### config.mk
export PLATFORM = sky130hd
export DESIGN_NAME = ptpce_top
export DESIGN_NICKNAME = d
export VERILOG_FILES = /design/src/pkg/ptpce_pkg.sv /design/src/core/ptpce_top.sv /design/src/core/ptpce_pin_filt.sv
export SDC_FILE = /design/constraint.sdc
export NUM_CORES = 2
export LEC_CHECK = 0
export BUFFER_PORTS_ARGS = -buffer_cell sky130_fd_sc_hd__buf_2
export CAP_MARGIN = 20
export CORE_AREA = 2 2 361 363
export CTS_BUF_LIST = sky130_fd_sc_hd__clkbuf_4 sky130_fd_sc_hd__clkbuf_8
export DETAILED_ROUTE_END_ITERATION = 16
export DIE_AREA = 0 0 363 365
export PLACE_DENSITY_LB_ADDON = 0.08
export SETUP_SLACK_MARGIN = 0.5
export SYNTH_ARGS = -nofsm -noshare
export SYNTH_HDL_FRONTEND = slang
export SYNTH_HIERARCHICAL = 1
export SYNTH_SLANG_ARGS = --single-unit
### constraint.sdc
create_clock -name pclk -period 5.2 [get_ports pclk]
set_input_delay 1.3 -clock pclk [delete_from_list [all_inputs] [get_ports pclk]]
set_output_delay 1.3 -clock pclk [all_outputs]
set_load 0.01 [all_outputs]
### src/pkg/ptpce_pkg.sv
// Constants, register map and field layout of the precision time clock block
package ptpce_pkg;
    // Clock and pin timing
    localparam int CLK_PERIOD_NS = 10;
    localparam int PULSE_NS      = 100;
    localparam int PULSE_CYC     = PULSE_NS / CLK_PERIOD_NS;
    localparam int GLITCH_NS     = 40;
    // Pin must stay active strictly longer than the glitch time
    localparam int FILT_CYC      = GLITCH_NS / CLK_PERIOD_NS + 1;

    // Register byte offsets
    localparam logic [7:0] OFS_TIME_HI  = 8'h00;
    localparam logic [7:0] OFS_TIME_LO  = 8'h04;
    localparam logic [7:0] OFS_ADDEND   = 8'h08;
    localparam logic [7:0] OFS_TGT_HI   = 8'h0c;
    localparam logic [7:0] OFS_TGT_LO   = 8'h10;
    localparam logic [7:0] OFS_REARM_HI = 8'h14;
    localparam logic [7:0] OFS_REARM_LO = 8'h18;
    localparam logic [7:0] OFS_CMD      = 8'h1c;
    localparam logic [7:0] OFS_CFG      = 8'h20;
    localparam logic [7:0] OFS_IRQ      = 8'h24;
    localparam logic [7:0] OFS_CAP0_HI  = 8'h28;
    localparam logic [7:0] OFS_CAP0_LO  = 8'h2c;
    localparam logic [7:0] OFS_CAP1_HI  = 8'h30;
    localparam logic [7:0] OFS_CAP1_LO  = 8'h34;
    localparam logic [7:0] OFS_SYS_IRQ  = 8'h38;

    // Command and configuration fields
    localparam int CMD_SNAPSHOT  = 0;
    localparam int CFG_RELOAD    = 0;
    localparam int CFG_LOCK      = 1;  // Two bits, one per pin
    localparam int CFG_OE        = 3;  // Two bits
    localparam int CFG_CLR_EN    = 5;  // Two bits
    localparam int CFG_MODE      = 7;  // Two bits per pin, four total
    localparam int CFG_POL       = 11; // Two bits
    localparam int CFG_W         = 13;

    // Status and enable layout: stamps [5:0], pin captures [7:6], timer [8]
    localparam int NFLAG         = 9;
    localparam int FLAG_CAP      = 6;
    localparam int FLAG_TIMER    = 8;
    localparam int IRQ_EN_POS    = 16;

    // Output event modes per pin
    typedef enum logic [1:0] {
        PTPCE_PULSE  = 2'b00,
        PTPCE_TOGGLE = 2'b01,
        PTPCE_FOLLOW = 2'b10
    } ptpce_mode_e;
endpackage

### src/core/ptpce_top.sv
// Precision time clock with target compare, event pins and APB registers
`timescale 1ns/100ps
module ptpce_top #(
    parameter int NPIN  = 2,
    parameter int NSTMP = 6
) (
    // Clock and reset
    input  wire logic             pclk,
    input  wire logic             presetn,
    // APB slave
    input  wire logic             psel,
    input  wire logic             penable,
    input  wire logic             pwrite,
    input  wire logic [7:0]       paddr,
    input  wire logic [31:0]      pwdata,
    output logic      [31:0]      prdata,
    output logic                  pready,
    output logic                  pslverr,
    // Time stamp unit events, one-cycle pulses
    input  wire logic [NSTMP-1:0] stamp_evt,
    // Event pins
    input  wire logic [NPIN-1:0]  ev_pin_level,
    output logic      [NPIN-1:0]  ev_pin_drive,
    output logic      [NPIN-1:0]  ev_pin_drive_en,
    // System interrupt status contribution
    output logic                  precision_time_event_bit
);
    typedef struct packed {
        logic [63:0]                 time_v;
        logic [31:0]                 acc;
        logic [31:0]                 addend;
        logic [63:0]                 target;
        logic [63:0]                 rearm;
        logic [63:0]                 snap;
        logic [63:0]                 time_stg;
        logic [63:0]                 tgt_stg;
        logic [63:0]                 rearm_stg;
        logic [1:0]                  time_pend;
        logic [1:0]                  tgt_pend;
        logic [1:0]                  rearm_pend;
        logic [ptpce_pkg::CFG_W-1:0] cfg;
        logic [ptpce_pkg::NFLAG-1:0] sts;
        logic [ptpce_pkg::NFLAG-1:0] en;
        logic [1:0][63:0]            cap;
        logic                        eq;
        logic [1:0]                  raw;
        logic [1:0][3:0]             pcnt;
        logic [1:0]                  drv;
        logic [1:0]                  drv_en;
        logic                        rdy;
        logic [31:0]                 rdata;
        logic                        err;
        logic                        evt;
    } ptpce_top_s;

    ptpce_top_s q, d;

    logic [1:0] pin_edge;
    logic       carry;
    logic       match;
    logic       time_load;
    logic       wr;

    // One filter per event pin
    genvar gi;
    generate
        for (gi = 0; gi < 2; gi++)
        begin : g_pin
            ptpce_pin_filt u_filt (
                .pclk        (pclk),
                .presetn     (presetn),
                .pin_level   (ev_pin_level[gi]),
                .active_high (q.cfg[ptpce_pkg::CFG_POL + gi]),
                .edge_evt    (pin_edge[gi])
            );
        end
    endgenerate

    // Read multiplexer; time words read the snapshot, never the live count
    function automatic logic [32:0] read_reg(input ptpce_top_s s, input logic [7:0] a);
        logic [32:0] r;
        r = {1'b1, 32'h0};
        case (a)
            ptpce_pkg::OFS_TIME_HI:  r = {1'b1, s.snap[63:32]};
            ptpce_pkg::OFS_TIME_LO:  r = {1'b1, s.snap[31:0]};
            ptpce_pkg::OFS_ADDEND:   r = {1'b1, s.addend};
            ptpce_pkg::OFS_TGT_HI:   r = {1'b1, s.target[63:32]};
            ptpce_pkg::OFS_TGT_LO:   r = {1'b1, s.target[31:0]};
            ptpce_pkg::OFS_REARM_HI: r = {1'b1, s.rearm[63:32]};
            ptpce_pkg::OFS_REARM_LO: r = {1'b1, s.rearm[31:0]};
            ptpce_pkg::OFS_CMD:      r = {1'b1, 32'h0};
            ptpce_pkg::OFS_CFG:      r = {1'b1, 19'h0, s.cfg};
            ptpce_pkg::OFS_IRQ:      r = {1'b1, 7'h0, s.en, 7'h0, s.sts};
            ptpce_pkg::OFS_CAP0_HI:  r = {1'b1, s.cap[0][63:32]};
            ptpce_pkg::OFS_CAP0_LO:  r = {1'b1, s.cap[0][31:0]};
            ptpce_pkg::OFS_CAP1_HI:  r = {1'b1, s.cap[1][63:32]};
            ptpce_pkg::OFS_CAP1_LO:  r = {1'b1, s.cap[1][31:0]};
            ptpce_pkg::OFS_SYS_IRQ:  r = {1'b1, 31'h0, s.evt};
            default:                 r = {1'b0, 32'h0};
        endcase
        return r;
    endfunction

    // Next state of the whole block
    always_comb
    begin
        logic [32:0]             sum;
        logic [32:0]             rd;
        logic [ptpce_pkg::NFLAG-1:0] set_f;
        logic [ptpce_pkg::NFLAG-1:0] clr_f;
        logic                    pin_clr;
        logic                    in_mode;
        logic [1:0]              mode;
        d = q;
        sum = 33'h0;
        rd = 33'h0;
        set_f = '0;
        clr_f = '0;
        pin_clr = 1'b0;
        in_mode = 1'b0;
        mode = 2'b00;

        // APB: access phase is two cycles, write lands on the ready edge
        wr = psel & penable & pwrite & q.rdy;
        d.rdy = psel & penable & ~q.rdy;
        rd = read_reg(q, paddr);
        if (psel & penable & ~q.rdy)
        begin
            d.rdata = pwrite ? 32'h0 : rd[31:0];
            d.err = ~rd[32];
        end

        // Fractional accumulator; time wraps through zero naturally
        sum = {1'b0, q.acc} + {1'b0, q.addend};
        d.acc = sum[31:0];
        carry = sum[32];
        if (carry)
            d.time_v = q.time_v + 64'h1;

        // Compare on the live values; edge so a resting match fires once
        d.eq = (q.time_v == q.target);
        match = d.eq & ~q.eq;
        if (match)
        begin
            if (q.cfg[ptpce_pkg::CFG_RELOAD])
                d.target = q.rearm;
            else
                d.target = q.target + {32'h0, q.rearm[31:0]};
        end

        // Host register writes; 64-bit registers wait for both halves
        time_load = 1'b0;
        if (wr)
        begin
            case (paddr)
                ptpce_pkg::OFS_TIME_HI, ptpce_pkg::OFS_TIME_LO:
                begin
                    if (paddr == ptpce_pkg::OFS_TIME_HI)
                    begin
                        d.time_stg[63:32] = pwdata;
                        d.time_pend[1] = 1'b1;
                    end
                    else
                    begin
                        d.time_stg[31:0] = pwdata;
                        d.time_pend[0] = 1'b1;
                    end
                    if (&d.time_pend)
                    begin
                        d.time_v = d.time_stg;
                        d.time_pend = 2'b00;
                        time_load = 1'b1;
                    end
                end
                ptpce_pkg::OFS_TGT_HI, ptpce_pkg::OFS_TGT_LO:
                begin
                    if (paddr == ptpce_pkg::OFS_TGT_HI)
                    begin
                        d.tgt_stg[63:32] = pwdata;
                        d.tgt_pend[1] = 1'b1;
                    end
                    else
                    begin
                        d.tgt_stg[31:0] = pwdata;
                        d.tgt_pend[0] = 1'b1;
                    end
                    if (&d.tgt_pend)
                    begin
                        d.target = d.tgt_stg;
                        d.tgt_pend = 2'b00;
                    end
                end
                ptpce_pkg::OFS_REARM_HI, ptpce_pkg::OFS_REARM_LO:
                begin
                    if (paddr == ptpce_pkg::OFS_REARM_HI)
                    begin
                        d.rearm_stg[63:32] = pwdata;
                        d.rearm_pend[1] = 1'b1;
                    end
                    else
                    begin
                        d.rearm_stg[31:0] = pwdata;
                        d.rearm_pend[0] = 1'b1;
                    end
                    if (&d.rearm_pend)
                    begin
                        d.rearm = d.rearm_stg;
                        d.rearm_pend = 2'b00;
                    end
                end
                ptpce_pkg::OFS_ADDEND:
                    d.addend = pwdata;
                ptpce_pkg::OFS_CMD:
                    if (pwdata[ptpce_pkg::CMD_SNAPSHOT])
                        d.snap = q.time_v;
                ptpce_pkg::OFS_CFG:
                    d.cfg = pwdata[ptpce_pkg::CFG_W-1:0];
                ptpce_pkg::OFS_IRQ:
                begin
                    clr_f = pwdata[ptpce_pkg::NFLAG-1:0];
                    d.en = pwdata[ptpce_pkg::IRQ_EN_POS +: ptpce_pkg::NFLAG];
                end
                default:
                    d.snap = q.snap;
            endcase
        end

        // Input pins: capture the time and maybe clear the timer flag
        for (int i = 0; i < 2; i++)
        begin
            in_mode = ~q.cfg[ptpce_pkg::CFG_OE + i];
            if (pin_edge[i] & in_mode)
            begin
                set_f[ptpce_pkg::FLAG_CAP + i] = 1'b1;
                // Locked capture is kept until software clears its flag
                if (!(q.cfg[ptpce_pkg::CFG_LOCK + i] & q.sts[ptpce_pkg::FLAG_CAP + i]))
                    d.cap[i] = q.time_v;
                if (q.cfg[ptpce_pkg::CFG_CLR_EN + i])
                    pin_clr = 1'b1;
            end
        end

        // Sticky flags: a new event wins over any clear in the same cycle
        set_f[NSTMP-1:0] = stamp_evt;
        set_f[ptpce_pkg::FLAG_TIMER] = match;
        if (pin_clr)
            clr_f[ptpce_pkg::FLAG_TIMER] = 1'b1;
        d.sts = (q.sts & ~clr_f) | set_f;
        d.evt = |(q.sts & q.en);

        // Output pins follow target matches in the selected mode
        for (int i = 0; i < 2; i++)
        begin
            mode = q.cfg[ptpce_pkg::CFG_MODE + 2 * i +: 2];
            if (q.pcnt[i] != 4'h0)
                d.pcnt[i] = q.pcnt[i] - 4'h1;
            case (mode)
                ptpce_pkg::PTPCE_PULSE:
                begin
                    if (match)
                        d.pcnt[i] = 4'(ptpce_pkg::PULSE_CYC);
                    d.raw[i] = (d.pcnt[i] != 4'h0);
                end
                ptpce_pkg::PTPCE_TOGGLE:
                    if (match)
                        d.raw[i] = ~q.raw[i];
                default:
                    d.raw[i] = d.sts[ptpce_pkg::FLAG_TIMER];
            endcase
            // Polarity bit high means the event level is high on the pin
            d.drv[i] = q.cfg[ptpce_pkg::CFG_POL + i] ? d.raw[i] : ~d.raw[i];
            d.drv_en[i] = q.cfg[ptpce_pkg::CFG_OE + i];
        end
    end

    // Whole state in one register; reset clears everything to zero
    always_ff @(posedge pclk or negedge presetn)
    begin
        if (!presetn)
            q <= '0;
        else
            q <= d;
    end

    // Outputs straight from the state register
    assign prdata = q.rdata;
    assign pready = q.rdy;
    assign pslverr = q.err;
    assign ev_pin_drive = q.drv;
    assign ev_pin_drive_en = q.drv_en;
    assign precision_time_event_bit = q.evt;

    // Checks
    a_carry_tick: assert property (@(posedge pclk) disable iff (!presetn)
        carry && !time_load |=> q.time_v == $past(q.time_v) + 64'h1)
        else $error("time did not advance on carry");
    a_no_carry_hold: assert property (@(posedge pclk) disable iff (!presetn)
        !carry && !time_load |=> q.time_v == $past(q.time_v))
        else $error("time moved without carry");
    a_match_flag: assert property (@(posedge pclk) disable iff (!presetn)
        match |=> q.sts[ptpce_pkg::FLAG_TIMER])
        else $error("match did not set timer flag");
    a_reload_mode: assert property (@(posedge pclk) disable iff (!presetn)
        match && q.cfg[ptpce_pkg::CFG_RELOAD] && !wr |=> q.target == $past(q.rearm))
        else $error("reload mode target wrong");
    a_add_mode: assert property (@(posedge pclk) disable iff (!presetn)
        match && !q.cfg[ptpce_pkg::CFG_RELOAD] && !wr
        |=> q.target == $past(q.target) + {32'h0, $past(q.rearm[31:0])})
        else $error("add mode target wrong");

    a_half_write: assert property (@(posedge pclk) disable iff (!presetn)
        wr && paddr == ptpce_pkg::OFS_TIME_LO && q.time_pend == 2'b00
        |=> q.time_pend == 2'b01 && q.time_v != q.time_stg ##0 !time_load)
        else $error("single time half applied");

    a_snapshot: assert property (@(posedge pclk) disable iff (!presetn)
        wr && paddr == ptpce_pkg::OFS_CMD && pwdata[ptpce_pkg::CMD_SNAPSHOT]
        |=> q.snap == $past(q.time_v))
        else $error("snapshot not taken");

    a_event_or: assert property (@(posedge pclk) disable iff (!presetn)
        q.evt == |($past(q.sts) & $past(q.en)))
        else $error("system event bit wrong");

    a_lock_hold: assert property (@(posedge pclk) disable iff (!presetn)
        pin_edge[0] && q.cfg[ptpce_pkg::CFG_LOCK] && q.sts[ptpce_pkg::FLAG_CAP]
        |=> $stable(q.cap[0]))
        else $error("locked capture overwritten");

    a_pulse_len: assert property (@(posedge pclk) disable iff (!presetn)
        match && q.cfg[ptpce_pkg::CFG_MODE +: 2] == ptpce_pkg::PTPCE_PULSE
        |=> q.raw[0] [*8])
        else $error("output pulse too short");

    a_pin_clear: assert property (@(posedge pclk) disable iff (!presetn)
        pin_edge[0] && !q.cfg[ptpce_pkg::CFG_OE] && q.cfg[ptpce_pkg::CFG_CLR_EN] && !match
        |=> !q.sts[ptpce_pkg::FLAG_TIMER])
        else $error("pin edge did not clear timer flag");

    c_match: cover property (@(posedge pclk) disable iff (!presetn) match);
    c_capture: cover property (@(posedge pclk) disable iff (!presetn) pin_edge[0] ##1 pin_edge[1]);
    c_time_load: cover property (@(posedge pclk) disable iff (!presetn) time_load);
endmodule // ptpce_top

### src/core/ptpce_pin_filt.sv
// Event pin synchroniser and pulse width filter
`timescale 1ns/100ps
module ptpce_pin_filt (
    // Clock and reset
    input  wire logic pclk,
    input  wire logic presetn,
    // Pin and polarity
    input  wire logic pin_level,
    input  wire logic active_high,
    // One-cycle edge event after filtering
    output logic      edge_evt
);
    typedef struct packed {
        logic       s1;
        logic       s2;
        logic [3:0] cnt;
        logic       evt;
    } ptpce_filt_s;

    ptpce_filt_s q, d;

    // Count cycles at the active level, fire once when the width is proven
    always_comb
    begin
        d = q;
        d.s1 = pin_level;
        d.s2 = q.s1;
        d.evt = 1'b0;
        if (q.s2 == active_high)
        begin
            if (q.cnt != 4'(ptpce_pkg::FILT_CYC))
            begin
                d.cnt = q.cnt + 4'h1;
                d.evt = (q.cnt == 4'(ptpce_pkg::FILT_CYC - 1));
            end
        end
        else
        begin
            d.cnt = 4'h0;
        end
    end

    // State register
    always_ff @(posedge pclk or negedge presetn)
    begin
        if (!presetn)
            q <= '0;
        else
            q <= d;
    end

    assign edge_evt = q.evt;
endmodule // ptpce_pin_filt

==> impl_metrics.env <==
export IMPL_run_status="finished, final reports clean"
export IMPL_ys_async_sr_fraction=1.00
export IMPL_worst_pin_slew_ps=1060
export IMPL_post_cts_repair_setup_buffers=0
export IMPL_cts_sinks=741
export IMPL_detailedRoute_firstIterationViolations=2979
export IMPL_yosysMostFrequentCell="sky130_fd_sc_hd__dfrtp_1"
export IMPL_syn_area_um2=38300
export IMPL_finalNetCount=3867
export IMPL_route_final_wire_length_mm=166
export IMPL_clk_root_buffer_cell="sky130_fd_sc_hd__clkbuf_8"
export IMPL_detailedRoute_firstPassIterationCount=10
export IMPL_ys_seq_elements=741
export IMPL_number_of_antenna_violations_at_the_first_check_in_global_routing=9
export IMPL_synth_area_leader_cell="sky130_fd_sc_hd__dfrtp_1"
export IMPL_clock_path_buffers=3
export IMPL_gp_congestion=0.961
export IMPL_dieArea_um2=132000
export IMPL_yosysTopAreaCellShare=0.484
export IMPL_worstRegToRegCells=14
export IMPL_cp_end_kind="register"
export IMPL_initial_utilization=0.298
export IMPL_hp_class="register to register"
export IMPL_global_route_wire_length_before_repair_mm=238
export IMPL_netlist_cell_type_count=85
export IMPL_post_layout_nonfiller_instances=5538
export IMPL_unrepaired_setup_endpoints_after_global_routing="no"
export IMPL_powerDensity_nw_per_um2=312
export IMPL_postSynthCellCount=3713
export IMPL_yosys_top_cells_count="sky130_fd_sc_hd__dfrtp_1 (741), sky130_fd_sc_hd__nand2_1 (525), sky130_fd_sc_hd__mux2_2 (408), sky130_fd_sc_hd__clkbuf_1 (221), sky130_fd_sc_hd__nor2_1 (180)"
export IMPL_postSynthNetCount=3835
export IMPL_layout_area_overhead_vs_synth_pct=14.6
export IMPL_dpl_instance_area_um2=40800
export IMPL_final_layout_size_suffix_gt1_frac=0.243
export IMPL_design_core_area_um2=129000
export IMPL_timing_final_ws_setup_ps=765
export IMPL_setup_viol=0
export IMPL_criticalPathCategory="register to register"
export IMPL_setup_total_negative_slack_ps=0
export IMPL_cts_htree_levels=4
export IMPL_dp_cells=5272
export IMPL_min_tclk_post_route_ps=4430
export IMPL_ir_drop_mv=0.154
export IMPL_grt_pass1_vias=30300
export IMPL_place_detailed_hpwl_mm=113
export IMPL_numCtsBuffers=146
export IMPL_die_height_um=365
export IMPL_met3_usage=0.0439
export IMPL_crit_path_max_fanout=15
export IMPL_critPathArrivalTime_ps=5170
export IMPL_grt_util_all_layers=0.250
export IMPL_max_freq_mhz=225
export IMPL_maxSlewViolCount=0
export IMPL_layer_carrying_the_most_global_route_usage="met2"
export IMPL_synth_edf_count=0
export IMPL_dominantRegCellSynth="sky130_fd_sc_hd__dfrtp_1"
export IMPL_drcViolationCount=0
export IMPL_grt_max_degree=163
export IMPL_worst_hold_path_num_cells=0
export IMPL_synth_top_cells_by_area="sky130_fd_sc_hd__dfrtp_1 (48%), sky130_fd_sc_hd__mux2_2 (12%), sky130_fd_sc_hd__nand2_1 (5.1%), sky130_fd_sc_hd__xor2_1 (2.5%), sky130_fd_sc_hd__a21oi_1 (2.3%)"
export IMPL_required_ps=5940
export IMPL_io_pins=92
export IMPL_syn_area_per_cell_um2=10.3
export IMPL_finalClockSkew_ps=55.3
export IMPL_timing_reg2reg_setup_slack_ps=770
export IMPL_p_leak_nw=20.0
export IMPL_path_clk_slew_ps=60
export IMPL_via_count=30800
export IMPL_grt_ovfl_total=0
export IMPL_global_routing_usage_on_met2=0.378
export IMPL_drv_max_cap_violation_count=0
export IMPL_tritoncts_clock_tree="done"
export IMPL_postLayoutCellArea_um2=44000
export IMPL_buffer_ports_inserted=91
export IMPL_avgViaCountPerCell=5.55
export IMPL_normalized_max_slew_margin=0.296
export IMPL_die_w_um=363
export IMPL_detail_route_wl_per_cell_um=30.0
export IMPL_ys_warn_count=6
export IMPL_final_core_utilization=0.342
export IMPL_report_final_hold_viol_count=0
export IMPL_clk_insertion_delay_late_ps=910
export IMPL_setup_worst_path_start_class="register"
export IMPL_seq_area_frac_synth=0.484
export IMPL_use_met1=0.366
export IMPL_place_ws_ps=734
export IMPL_core_rowCount=132
export IMPL_layout_worst_path_cycle_share=0.853
export IMPL_antenna_left=0
[timing repair]
action                     4_1_cts  5_1_grt
hold buffers                     0        0
setup endpoints to repair        0        3
gates resized for setup          0        0
[worst paths after layout]
| kind | from | endpoint |
|---|---|---|
| worst max-delay path | q[599] | q[719] |
| worst min-delay path | g_pin[1].u_filt/d[5] | g_pin[1].u_filt/q[5] |
| worst max register to register | q[599] | q[719] |
| worst min register to register | g_pin[1].u_filt/d[5] | g_pin[1].u_filt/q[5] |
| max in group asynchronous | presetn | q[196] |
| min in group asynchronous | presetn | q[223] |
[worst max-delay path, cell delays in order (launching register included)]
cell and delay (ps):
sky130_fd_sc_hd__dfrtp_1 380, sky130_fd_sc_hd__ha_1 210, sky130_fd_sc_hd__fa_1 240, sky130_fd_sc_hd__a21o_1 150, sky130_fd_sc_hd__nand4_1 190, sky130_fd_sc_hd__a21boi_2 280, sky130_fd_sc_hd__o31ai_1 170, sky130_fd_sc_hd__buf_4 210
sky130_fd_sc_hd__nor3_2 400, sky130_fd_sc_hd__o211ai_2 390, sky130_fd_sc_hd__a2111oi_4 660, sky130_fd_sc_hd__buf_4 470, sky130_fd_sc_hd__and4bb_2 300, sky130_fd_sc_hd__xnor2_1 120, sky130_fd_sc_hd__a21oi_1 90
[logic make-up (layout without fill, tap and decap cells)]
| family | after synthesis | in the layout | share of synthesized area |
|---|---|---|---|
| buf+inv | 367 | 512 | 0.0409 |
| fa+ha+maj | 69 | 69 | 0.0229 |
| other cells | 0 | 5 | 0 |
| compound gates | 811 | 811 | 0.147 |
| xor+xnor | 188 | 188 | 0.0429 |
| simple gates | 1085 | 1085 | 0.131 |
| mux | 452 | 452 | 0.131 |
| flops | 741 | 741 | 0.484 |
[per-stage QoR]
stage | total power, mW | hold slack [ps]
6_report | 13.7 | 350
5_1_grt | 14.3 | 343
4_1_cts | 13.9 | 282
3_5_place_dp | 7.41 | 338
3_3_place_gp | 7.39 | 333
2_1_floorplan | 7.02 | 331
[metal layers]
metal,routed length (um),vias up
met2,72500,993
met1,80500,16000
li1,-,13500
met3,9560,200
met5,0,-
met4,3810,0
[registers in the layout (all words and copies together), names as in the netlist]
name / count
q: 686
prdata: 32
g_pin.u_filt/q: 10
d: 2
ev_pin_drive: 2
ev_pin_drive_en: 2
g_pin.u_filt/d: 2
g_pin.u_filt/edge_evt: 2
pready: 1
precision_time_event_bit: 1
pslverr: 1
[layout by cell type (no fill, tap or decap), types with 10 or more instances in the layout]
cell type / instances
sky130_fd_sc_hd__o21a_1: 21
sky130_fd_sc_hd__nor2_1: 165
sky130_fd_sc_hd__a221oi_1: 56
sky130_fd_sc_hd__o22ai_1: 10
sky130_fd_sc_hd__nor3_1: 26
sky130_fd_sc_hd__and4_1: 18
sky130_fd_sc_hd__and3_1: 95
sky130_fd_sc_hd__nor2b_1: 11
sky130_fd_sc_hd__clkinv_2: 16
sky130_fd_sc_hd__a22o_1: 63
sky130_fd_sc_hd__clkbuf_8: 194
sky130_fd_sc_hd__a31oi_1: 113
sky130_fd_sc_hd__nand2_1: 516
sky130_fd_sc_hd__ha_1: 67
sky130_fd_sc_hd__a21o_1: 43
sky130_fd_sc_hd__nand2b_1: 20
sky130_fd_sc_hd__o211ai_1: 19
sky130_fd_sc_hd__mux2i_1: 44
sky130_fd_sc_hd__a222oi_1: 46
sky130_fd_sc_hd__a21oi_1: 172
sky130_fd_sc_hd__buf_12: 18
sky130_fd_sc_hd__nor4_1: 15
sky130_fd_sc_hd__or3_1: 10
sky130_fd_sc_hd__o21ai_0: 97
sky130_fd_sc_hd__nand3_1: 83
sky130_fd_sc_hd__and2_1: 11
sky130_fd_sc_hd__buf_2: 90
sky130_fd_sc_hd__mux2_2: 408
sky130_fd_sc_hd__buf_4: 97
sky130_fd_sc_hd__xor2_1: 109
sky130_fd_sc_hd__clkbuf_4: 40
sky130_fd_sc_hd__nand4_1: 49
sky130_fd_sc_hd__inv_1: 43
sky130_fd_sc_hd__nor2_4: 14
sky130_fd_sc_hd__a22oi_1: 57
sky130_fd_sc_hd__a211oi_1: 31
sky130_fd_sc_hd__dfrtp_1: 740
sky130_fd_sc_hd__xnor2_1: 79
[power breakdown]
part / total [mW] / switching (mW) / internal (mW)
Clock: 6.42 / 2.80 / 3.62
Sequential: 6.50 / 0.262 / 6.24
Combinational: 0.798 / 0.423 / 0.374
[cell type report]
type | instances | area (um^2)
clock buffer | 234 | 2970
fill | 13100 | 84700
timing repair buffer | 206 | 1550
inverter | 45 | 169
clock inverter | 27 | 173
multi-input combinational | 2605 | 18400
sequential | 741 | 18500
antenna | 5 | 12.5
tap | 1675 | 2100
Note: power is estimated with default switching activity, not from simulation.
